==> config.mk <==
export PLATFORM = sky130hd
export DESIGN_NAME = fir_instruction_field_decoder
export DESIGN_NICKNAME = d
export VERILOG_FILES = /design/src/rtl/fir_instr_pkg.sv /design/src/rtl/fir_instruction_field_decoder.sv /design/src/rtl/data_block_addr.sv
export SDC_FILE = /design/constraint.sdc
export NUM_CORES = 1
export LEC_CHECK = 0
export BUFFER_PORTS_ARGS = -buffer_cell sky130_fd_sc_hd__buf_2
export CAP_MARGIN = 20
export CORE_AREA = 2 2 204 206
export CTS_CLUSTER_SIZE = 8
export DETAILED_ROUTE_END_ITERATION = 10
export DIE_AREA = 0 0 206 208
export GPL_ROUTABILITY_DRIVEN = 0
export PLACE_DENSITY_LB_ADDON = 0.08
export SETUP_SLACK_MARGIN = 0.5
export SLEW_MARGIN = 25
export SYNTH_ARGS = -nofsm -noshare
export SYNTH_HDL_FRONTEND = slang
export SYNTH_HIERARCHICAL = 1
export SYNTH_SLANG_ARGS = --single-unit
==> constraint.sdc <==
create_clock -name clk_sys_i -period 8.4 [get_ports clk_sys_i]
set_clock_uncertainty 0.1 [all_clocks]
set_input_delay 1.68 -clock clk_sys_i [delete_from_list [all_inputs] [get_ports clk_sys_i]]
set_output_delay 1.68 -clock clk_sys_i [all_outputs]
set_load 0.01 [all_outputs]
==> src/rtl/fir_instr_pkg.sv <==
// constants, field layout and types for the fir instruction field decoder
package fir_instr_pkg;

  // ---------------------------------------------------------------
  // register map (byte addresses)
  // ---------------------------------------------------------------
  localparam int          ADDR_W       = 12;
  localparam logic [11:0] OFS_INSTR_LO = 12'h000;
  localparam logic [11:0] OFS_INSTR_HI = 12'h004;
  localparam logic [11:0] OFS_CTRL     = 12'h008;
  localparam logic [11:0] OFS_STATUS   = 12'h00c;
  localparam int          CTRL_START   = 0;
  localparam int          HI_USED_W    = 21;

  // ---------------------------------------------------------------
  // instruction fields, positions in the 64-bit word
  // ---------------------------------------------------------------
  localparam int ROT_BIT    = 0;
  localparam int TYPE_LSB   = 9;
  localparam int TYPE_W     = 6;
  localparam int STEP_LSB   = 18;
  localparam int STEP_W     = 5;
  localparam int FB_BIT     = 23;
  localparam int OS_BIT     = 24;
  localparam int ROUTE_LSB  = 25;
  localparam int UPD_BIT    = 27;
  localparam int GAIN_BIT   = 28;
  localparam int ROUND_LSB  = 29;
  localparam int ROUND_W    = 3;
  localparam int DBASE_LSB  = 32;
  localparam int DADDR_W    = 10;
  localparam int DSIZE_LSB  = 42;
  localparam int DSIZE_W    = 3;
  localparam int DSTEP_LSB  = 45;
  localparam int DSTEP_W    = 8;
  localparam int DATA_W     = 24;

  // ---------------------------------------------------------------
  // encodings
  // ---------------------------------------------------------------
  localparam logic [5:0] TYPE_NOP      = 6'h00;
  localparam logic [5:0] TYPE_SYM_EE   = 6'h01;
  localparam logic [5:0] TYPE_SYM_EO   = 6'h02;
  localparam logic [5:0] TYPE_SYM_OE   = 6'h03;
  localparam logic [5:0] TYPE_SYM_OO   = 6'h04;
  localparam logic [5:0] TYPE_ASYM     = 6'h05;
  localparam logic [5:0] TYPE_RESAMP   = 6'h08;
  localparam logic [5:0] TYPE_INTERP   = 6'h09;
  localparam logic [5:0] TYPE_COMPLEX  = 6'h20;
  localparam logic [1:0] ROUTE_RECIRC  = 2'h0;
  localparam logic [1:0] ROUTE_AGC     = 2'h1;
  localparam logic [1:0] ROUTE_DIRECT  = 2'h2;
  localparam logic [2:0] ROUND_NONE    = 3'h7;
  localparam logic [9:0] MIN_BLOCK     = 10'h007;

  typedef enum logic [3:0] {
    KIND_NOP, KIND_SYM_EE, KIND_SYM_EO, KIND_SYM_OE, KIND_SYM_OO,
    KIND_ASYM, KIND_RESAMP, KIND_INTERP_HB, KIND_COMPLEX, KIND_RESERVED
  } fir_kind_e;

endpackage

==> src/rtl/fir_instruction_field_decoder.sv <==
// fir instruction field decoder with apb register access and result routing
//
// The implementer's own choices: the APB register port and the register offsets.
`timescale 1ns/1ps
`default_nettype none
module fir_instruction_field_decoder
  import fir_instr_pkg::*;
(
  // clock and reset
  input  wire logic                clk_sys_i,
  input  wire logic                reset_i,
  // apb slave
  input  wire logic                psel_i,
  input  wire logic                penable_i,
  input  wire logic                pwrite_i,
  input  wire logic [ADDR_W-1:0]   paddr_i,
  input  wire logic [31:0]         pwdata_i,
  output logic      [31:0]         prdata_o,
  output logic                     pready_o,
  output logic                     pslverr_o,
  // compute engine events
  input  wire logic                tap_i,
  input  wire logic                run_done_i,
  input  wire logic                data_in_valid_i,
  input  wire logic [DATA_W-1:0]   data_in_i_i,
  input  wire logic [DATA_W-1:0]   data_in_q_i,
  input  wire logic                result_valid_i,
  input  wire logic [DATA_W-1:0]   result_i_i,
  input  wire logic [DATA_W-1:0]   result_q_i,
  // polar converter return
  input  wire logic                polar_valid_i,
  input  wire logic [DATA_W-1:0]   polar_mag_i,
  input  wire logic [DATA_W-1:0]   polar_dphi_i,
  // decoded instruction
  output fir_kind_e                fir_kind_o,
  output logic                     run_active_o,
  output logic [DATA_W-1:0]        round_add_o,
  output logic [DADDR_W-1:0]       data_addr_o,
  // rotated engine input
  output logic                     rot_valid_o,
  output logic [DATA_W-1:0]        rot_i_o,
  output logic [DATA_W-1:0]        rot_q_o,
  // recirculation to the engine
  output logic                     recirc_valid_o,
  output logic [DATA_W-1:0]        recirc_i_o,
  output logic [DATA_W-1:0]        recirc_q_o,
  output logic [STEP_W-1:0]        recirc_step_o,
  // fifo and agc path
  output logic                     agc_fwd_valid_o,
  output logic [DATA_W-1:0]        agc_path_i_out_o,
  output logic [DATA_W-1:0]        agc_path_q_out_o,
  output logic                     agc_loop_update_o,
  output logic                     agc_loop_gain_sel_o,
  // direct path and next channel
  output logic                     direct_valid_o,
  output logic [DATA_W-1:0]        direct_path_i_out_o,
  output logic [DATA_W-1:0]        direct_path_q_out_o,
  output logic                     next_chan_valid_o,
  // output section
  output logic [DATA_W-1:0]        hold_i_o,
  output logic [DATA_W-1:0]        hold_q_o,
  output logic                     data_ready_o,
  output logic                     serial_start_o
);

  // ---------------------------------------------------------------
  // apb slave
  // ---------------------------------------------------------------
  logic [31:0]          instr_lo_reg;
  logic [HI_USED_W-1:0] instr_hi_reg;
  logic [63:0]          instr_word;
  logic                 setup_phase;
  logic                 access_done;
  logic                 wr_en;
  logic                 hit_lo;
  logic                 hit_hi;
  logic                 hit_ctrl;
  logic                 hit_stat;
  logic                 addr_ok;
  logic [31:0]          rd_mux;
  logic [31:0]          status_word;
  logic                 start_pulse;

  assign setup_phase = psel_i & ~penable_i;
  assign access_done = psel_i & penable_i & pready_o;
  assign hit_lo      = (paddr_i == OFS_INSTR_LO);
  assign hit_hi      = (paddr_i == OFS_INSTR_HI);
  assign hit_ctrl    = (paddr_i == OFS_CTRL);
  assign hit_stat    = (paddr_i == OFS_STATUS);
  assign addr_ok     = hit_lo | hit_hi | hit_ctrl | hit_stat;
  assign wr_en       = access_done & pwrite_i & addr_ok;
  assign start_pulse = wr_en & hit_ctrl & pwdata_i[CTRL_START];
  assign instr_word  = {{(32-HI_USED_W){1'b0}}, instr_hi_reg, instr_lo_reg};

  assign rd_mux = hit_lo   ? instr_lo_reg :
                  hit_hi   ? {{(32-HI_USED_W){1'b0}}, instr_hi_reg} :
                  hit_stat ? status_word : 32'h0000_0000;

  always_ff @(posedge clk_sys_i) begin
    if (reset_i) begin
      pready_o     <= 1'b0;
      pslverr_o    <= 1'b0;
      prdata_o     <= 32'h0000_0000;
      instr_lo_reg <= 32'h0000_0000;
      instr_hi_reg <= '0;
    end else begin
      // no wait states: answer decided during setup
      pready_o  <= setup_phase;
      pslverr_o <= setup_phase & ~addr_ok;
      prdata_o  <= setup_phase & ~pwrite_i ? rd_mux : 32'h0000_0000;
      if (wr_en & hit_lo) begin
        instr_lo_reg <= pwdata_i;
      end
      if (wr_en & hit_hi) begin
        instr_hi_reg <= pwdata_i[HI_USED_W-1:0];
      end
    end
  end

  // ---------------------------------------------------------------
  // field decode
  // ---------------------------------------------------------------
  logic [TYPE_W-1:0]  type_code;
  fir_kind_e          kind_dec;
  logic               kind_runs;
  logic [ROUND_W-1:0] round_code;
  logic [DATA_W-1:0]  round_dec;

  assign type_code  = instr_word[TYPE_LSB +: TYPE_W];
  assign round_code = instr_word[ROUND_LSB +: ROUND_W];

  always_comb begin
    unique case (type_code)
      TYPE_NOP:     kind_dec = KIND_NOP;
      TYPE_SYM_EE:  kind_dec = KIND_SYM_EE;
      TYPE_SYM_EO:  kind_dec = KIND_SYM_EO;
      TYPE_SYM_OE:  kind_dec = KIND_SYM_OE;
      TYPE_SYM_OO:  kind_dec = KIND_SYM_OO;
      TYPE_ASYM:    kind_dec = KIND_ASYM;
      TYPE_RESAMP:  kind_dec = KIND_RESAMP;
      TYPE_INTERP:  kind_dec = KIND_INTERP_HB;
      TYPE_COMPLEX: kind_dec = KIND_COMPLEX;
      default:      kind_dec = KIND_RESERVED;
    endcase
  end

  // reserved codes behave as a no-op so they cannot drive the engine
  assign kind_runs = (kind_dec != KIND_NOP) & (kind_dec != KIND_RESERVED);

  // bit 0 of the rounding field is 2^-24
  assign round_dec = (round_code == ROUND_NONE) ? '0
                                                : DATA_W'(1) << round_code;

  // ---------------------------------------------------------------
  // latched instruction for the current run
  // ---------------------------------------------------------------
  logic              rot_en_reg;
  logic [1:0]        route_reg;
  logic              os_reg;
  logic              fb_reg;
  logic              upd_reg;
  logic [1:0]        rot_phase_reg;
  logic              reserved_seen_reg;

  always_ff @(posedge clk_sys_i) begin
    if (reset_i) begin
      fir_kind_o          <= KIND_NOP;
      run_active_o        <= 1'b0;
      round_add_o         <= '0;
      rot_en_reg          <= 1'b0;
      route_reg           <= ROUTE_RECIRC;
      os_reg              <= 1'b0;
      fb_reg              <= 1'b0;
      upd_reg             <= 1'b0;
      agc_loop_gain_sel_o <= 1'b0;
      recirc_step_o       <= '0;
      reserved_seen_reg   <= 1'b0;
    end else if (start_pulse) begin
      fir_kind_o          <= kind_dec;
      run_active_o        <= kind_runs;
      round_add_o         <= round_dec;
      rot_en_reg          <= instr_word[ROT_BIT];
      route_reg           <= instr_word[ROUTE_LSB +: 2];
      os_reg              <= instr_word[OS_BIT];
      fb_reg              <= instr_word[FB_BIT];
      upd_reg             <= instr_word[UPD_BIT];
      agc_loop_gain_sel_o <= instr_word[GAIN_BIT];
      recirc_step_o       <= instr_word[STEP_LSB +: STEP_W];
      reserved_seen_reg   <= (kind_dec == KIND_RESERVED);
    end else if (run_done_i) begin
      run_active_o <= 1'b0;
    end
  end

  // ---------------------------------------------------------------
  // data block addressing
  // ---------------------------------------------------------------
  // base above 383 is not trapped; software keeps it in range
  data_block_addr u_data_block_addr (
    .clk_sys_i   (clk_sys_i),
    .reset_i     (reset_i),
    .load_i      (start_pulse & kind_runs),
    .base_i      (instr_word[DBASE_LSB +: DADDR_W]),
    .size_code_i (instr_word[DSIZE_LSB +: DSIZE_W]),
    .step_i      (instr_word[DSTEP_LSB +: DSTEP_W]),
    .tap_i       (tap_i & run_active_o),
    .run_done_i  (run_done_i & run_active_o),
    .addr_o      (data_addr_o)
  );

  // ---------------------------------------------------------------
  // rotating mixer on engine input
  // ---------------------------------------------------------------
  logic              rot_step;
  logic [DATA_W-1:0] neg_i;
  logic [DATA_W-1:0] neg_q;
  logic [DATA_W-1:0] rot_i_next;
  logic [DATA_W-1:0] rot_q_next;

  assign rot_step = data_in_valid_i & run_active_o;
  assign neg_i    = DATA_W'(-data_in_i_i);
  assign neg_q    = DATA_W'(-data_in_q_i);

  // phases 0..3 multiply by 1, j, -1, -j
  always_comb begin
    rot_i_next = data_in_i_i;
    rot_q_next = data_in_q_i;
    if (rot_en_reg) begin
      unique case (rot_phase_reg)
        2'h0: begin
          rot_i_next = data_in_i_i;
          rot_q_next = data_in_q_i;
        end
        2'h1: begin
          rot_i_next = neg_q;
          rot_q_next = data_in_i_i;
        end
        2'h2: begin
          rot_i_next = neg_i;
          rot_q_next = neg_q;
        end
        2'h3: begin
          rot_i_next = data_in_q_i;
          rot_q_next = neg_i;
        end
      endcase
    end
  end

  always_ff @(posedge clk_sys_i) begin
    if (reset_i) begin
      rot_phase_reg <= 2'h0;
      rot_valid_o   <= 1'b0;
      rot_i_o       <= '0;
      rot_q_o       <= '0;
    end else begin
      rot_valid_o <= rot_step;
      if (start_pulse) begin
        rot_phase_reg <= 2'h0;
      end else if (rot_step) begin
        rot_phase_reg <= 2'(rot_phase_reg + 2'h1);
      end
      if (rot_step) begin
        rot_i_o <= rot_i_next;
        rot_q_o <= rot_q_next;
      end
    end
  end

  // ---------------------------------------------------------------
  // result routing
  // ---------------------------------------------------------------
  logic res_take;
  logic to_recirc;
  logic to_agc;
  logic to_direct;
  logic to_output;
  logic fb_take;

  assign res_take  = result_valid_i & run_active_o;
  assign to_recirc = res_take & (route_reg == ROUTE_RECIRC);
  assign to_agc    = res_take & (route_reg == ROUTE_AGC);
  assign to_direct = res_take & (route_reg == ROUTE_DIRECT);
  assign to_output = to_agc | to_direct;
  // engine result has the recirculation slot when both arrive together
  assign fb_take   = polar_valid_i & fb_reg & ~to_recirc;

  always_ff @(posedge clk_sys_i) begin
    if (reset_i) begin
      recirc_valid_o      <= 1'b0;
      recirc_i_o          <= '0;
      recirc_q_o          <= '0;
      agc_fwd_valid_o     <= 1'b0;
      agc_path_i_out_o    <= '0;
      agc_path_q_out_o    <= '0;
      agc_loop_update_o   <= 1'b0;
      direct_valid_o      <= 1'b0;
      direct_path_i_out_o <= '0;
      direct_path_q_out_o <= '0;
      next_chan_valid_o   <= 1'b0;
      hold_i_o            <= '0;
      hold_q_o            <= '0;
      data_ready_o        <= 1'b0;
      serial_start_o      <= 1'b0;
    end else begin
      recirc_valid_o    <= to_recirc | fb_take;
      agc_fwd_valid_o   <= to_agc;
      agc_loop_update_o <= to_agc & upd_reg;
      direct_valid_o    <= to_direct;
      next_chan_valid_o <= to_direct;
      data_ready_o      <= to_output & os_reg;
      serial_start_o    <= to_output & os_reg;
      if (to_recirc) begin
        recirc_i_o <= result_i_i;
        recirc_q_o <= result_q_i;
      end else if (fb_take) begin
        recirc_i_o <= polar_mag_i;
        recirc_q_o <= polar_dphi_i;
      end
      if (to_agc) begin
        agc_path_i_out_o <= result_i_i;
        agc_path_q_out_o <= result_q_i;
      end
      if (to_direct) begin
        direct_path_i_out_o <= result_i_i;
        direct_path_q_out_o <= result_q_i;
      end
      // holding register loads whether or not the strobe is set
      if (to_output) begin
        hold_i_o <= result_i_i;
        hold_q_o <= result_q_i;
      end
    end
  end

  // ---------------------------------------------------------------
  // status readback
  // ---------------------------------------------------------------
  assign status_word = {10'h000, data_addr_o, 4'(fir_kind_o),
                        3'h0, os_reg, route_reg, reserved_seen_reg, run_active_o};

endmodule // fir_instruction_field_decoder
`default_nettype wire

==> src/rtl/data_block_addr.sv <==
// data memory block address generator with modulo wrap and block stepping
`timescale 1ns/1ps
`default_nettype none
module data_block_addr
  import fir_instr_pkg::*;
(
  // clock and reset
  input  wire logic               clk_sys_i,
  input  wire logic               reset_i,
  // block setup, taken on load
  input  wire logic               load_i,
  input  wire logic [DADDR_W-1:0] base_i,
  input  wire logic [DSIZE_W-1:0] size_code_i,
  input  wire logic [DSTEP_W-1:0] step_i,
  // engine events
  input  wire logic               tap_i,
  input  wire logic               run_done_i,
  // address
  output logic      [DADDR_W-1:0] addr_o
);

  logic [DADDR_W-1:0] base_reg;
  logic [DADDR_W-1:0] mask_reg;
  logic [DSTEP_W-1:0] step_reg;
  logic [DADDR_W-1:0] ptr_reg;
  logic [DADDR_W-1:0] ptr_next;
  logic [DADDR_W-1:0] mask_next;
  logic [DADDR_W-1:0] addr_next;

  // 8 words for code 0, doubling to 1024 for code 7
  assign mask_next = ~DADDR_W'(~MIN_BLOCK << size_code_i);

  // a step of zero leaves the block in place for interpolation runs
  assign ptr_next  = load_i     ? '0 :
                     run_done_i ? DADDR_W'(ptr_reg + DADDR_W'(step_reg)) :
                     tap_i      ? DADDR_W'(ptr_reg - DADDR_W'(1)) : ptr_reg;

  // wrap inside the block, then offset by the base
  assign addr_next = load_i ? base_i
                            : DADDR_W'(base_reg + (ptr_next & mask_reg));

  always_ff @(posedge clk_sys_i) begin
    if (reset_i) begin
      base_reg <= '0;
      mask_reg <= MIN_BLOCK;
      step_reg <= '0;
      ptr_reg  <= '0;
      addr_o   <= '0;
    end else begin
      if (load_i) begin
        base_reg <= base_i;
        mask_reg <= mask_next;
        step_reg <= step_i;
      end
      ptr_reg <= ptr_next;
      addr_o  <= addr_next;
    end
  end

endmodule // data_block_addr
`default_nettype wire

==> impl_metrics.tcl <==
set metrics [dict create \
    outcome "finished, final reports clean" \
    port_buffers 507 \
    vias 17950 \
    die_h_um 208 \
    fin_cells 3195 \
    chipWidth_um 206 \
    final_antenna_net_count 0 \
    synth_edf_count 0 \
    synth-seq-cells 405 \
    final.min_clock_period_ns 6.271 \
    crit_chain "buf_2, nor4_1, nand3_1, or4_1, nor3_2, buf_4, nor4b_1, ha_1, or4_1, o22a_1, a21o_1, a21oi_1, xnor3_1, o21a_1" \
    ctsHoldBuffers 0 \
    slew_headroom_pct 30.14 \
    hp-class "flop to flop" \
    synthFlopType "dfxtp_1" \
    syn_inst 2244 \
    postCtsResizedCells 0 \
    clockBufferDepth 3 \
    fp.dieArea_um2 42850 \
    synth_top_family_by_area "simple AND/OR/NAND/NOR gates" \
    p_leak_uw 0.008853 \
    area_growth_pct 23.70 \
    maxSlewViolCount 0 \
    ys.warnings.count 6 \
    muxShareOfSynthArea_pct 1.017 \
    power_density_nw_per_um2 185.4 \
    tightest_slew_ns 1.048 \
    cp_slowest_cell "or4_1" \
    comb_power_share_pct 3.9 \
    switching_power_uw 903.1 \
    post-route-drc-count 0 \
    vdd_drop_max_v 0.0001513 \
    synth_seq_area_share_pct 45.76 \
    core-area_um2 40550 \
    crit_required_ns 8.78 \
    crit_buf_inv 2 \
    async_flop_share_pct 0 \
    clkPwrFrac_pct 48.7 \
    dp.cells 3125 \
    power.internal_uw 3160 \
    yosys.area_share.simple_pct 23.92 \
    firstDrtPassIters 7 \
    post_drt_wl_per_cell_um 20.24 \
    cts_made_buffers 56 \
    worstSetupPathType "primary input to flop" \
    tritoncts "yes" \
    finalNetCount 2876 \
    synthXorXnorAreaFrac_pct 2.796 \
    fin_hold_ws_ns 0.3306 \
    grt_max_degree 110 \
    grt_pass1_vias 16450 \
    wl_um 64680 \
    timing.fmax_mhz 159.5 \
    synthAdderAreaFrac_pct 1.977 \
    io_pins 525 \
    worst_setup_path_start_kind "primary input" \
    rsz0062_at_grt "false" \
    power.total_uw 4063 \
    grt_usage_pct 28.98 \
    path_clk_slew_ns 0.06 \
    synth_compound_area_share_pct 19.37 \
    max_stage_delay_ns 1.06 \
    setup_viol 0 \
    grt-ovfl-total 0 \
    final_common_cell "nand2_1" \
    cap_viol_max_count 0 \
    dpl.hpwl_um 44250 \
    postCtsSetupBuffers 0 \
    final_util_pct 54.05 \
    grt_pass1_wl_um 97460 \
    ctsHtreeMaxLevel 2 \
    clk_latency_ns 0.59 \
    final-hold-violation-count 0 \
    p_sw_share_pct 22.23 \
    vias_per_cell 5.617 \
    antenna_found_initial 12 \
    synth.distinct_cells 72 \
    first_iter_violations 1489 \
    syn_avg_cell_area_um2 7.896 \
    tns_ns 0 \
    post-route-period-util_pct 74.66 \
    start_util_pct 43.69 \
    crit_path_end_kind "flop" \
    clock-sinks 405 \
    cts_root_buffer "clkbuf_16" \
    path_delay_family "simple AND/OR/NAND/NOR gates" \
    crit_fanout 27 \
    cp.arrival_ns 6.65 \
    cp_common_cell "or4_1" \
    p_seq_share_pct 47.4 \
    drive_above_1_share_pct 23.56 \
    rows 74 \
    syn_area_um2 17720 \
    mostFrequentLayoutCells "nand2_1 (579), buf_2 (506), dfxtp_1 (404)" \
]
==> metal layers <==
| layer | routed length, µm | GRT usage [%] | vias to the layer above |
|---|---|---|---|
| met4 | 2512 | 12.24 | 4 |
| met5 | 27 | 0 | - |
| li1 | - | - | 8561 |
| met1 | 26950 | 38.30 | 8523 |
| met3 | 5347 | 6.720 | 141 |
| met2 | 29830 | 45.22 | 717 |
==> tightest hold or removal path, delay by kind of cell (launching register included) <==
| kind | cells | cell delay, ns |
|---|---|---|
| and+or+nand+nor | 2 | 0.09 |
| DFF | 1 | 0.30 |
==> cell families (layout without fill, tap and decap cells) <==
kind of cell               count (synthesis)  after routing
adders and majority gates                 27             27
AOI/OAI and AO/OA                        546            546
buffers and inverters                    223            616
and+or+nand+nor                          969            969
other                                      1             27
xor gates and xnor gates                  55             55
DFF                                      405            405
muxes                                     18             18
==> metrics by stage <==
step           worst slack (ns)  area [µm²]
6_report                  2.129       21920
5_1_grt                   1.822       21920
4_1_cts                   2.233       21860
3_5_place_dp              1.614       20420
3_3_place_gp              1.751       20410
2_1_floorplan             2.568       17780
==> power groups by stage <==
| stage | sequential, µW | clock, µW | combinational [µW] |
|---|---|---|---|
| finish | 1930 | 1980 | 159 |
| global route | 1920 | 2100 | 170 |
| CTS | 1920 | 2020 | 157 |
| detailed placement | 1960 | 0 | 156 |
| global placement | 1960 | 0 | 155 |
| floorplan | 1960 | 0 | 66.8 |
==> area by class of cell <==
type	instances	area, µm²
diodes	10	25.02
clock buffers	59	1444
fillers	3963	18640
inverters	23	86.33
multi-input cells	1632	8818
flip-flops and latches	405	8109
well taps	532	665.6
repair buffers	534	2770
==> synth_stat cells, types with 8 or more instances <==
library cell,n,share of area (%)
and3_1,13,0.46
buf_4,19,0.80
clkbuf_1,162,3.4
a221o_1,15,0.85
nand2_1,582,12
a22oi_1,18,0.76
xor2_1,25,1.2
a311oi_1,52,2.6
ha_1,24,1.7
nand2b_1,19,0.67
o21a_1,10,0.42
nor2_1,137,2.9
o211ai_1,9,0.38
or4_1,9,0.38
buf_1,16,0.34
nor2b_1,11,0.39
o21ai_0,57,1.6
dfxtp_1,405,46
inv_1,23,0.49
a21oi_1,276,7.8
nand3_1,62,1.8
mux2i_1,18,1.0
a221oi_1,30,1.5
nand4_1,8,0.28
nor3_1,55,1.6
xnor2_1,29,1.4
or3_1,10,0.35
nor4_1,17,0.60
o22ai_1,23,0.81
a211oi_1,12,0.51
a222oi_1,10,0.56
==> final timing paths <==
kind                                 endpoint  slack (ns)  startpoint  cells past startpoint
setup / recovery  u_data_block_addr/addr_o[9]        2.13  paddr_i[5]                     14
hold / removal                     rot_i_o[7]        0.33  rot_i_o[7]                      2
setup reg to reg  u_data_block_addr/addr_o[9]        3.49    pready_o                     12
hold reg to reg                    rot_i_o[7]        0.33  rot_i_o[7]                      2
Power figures use the tool's default switching activity.
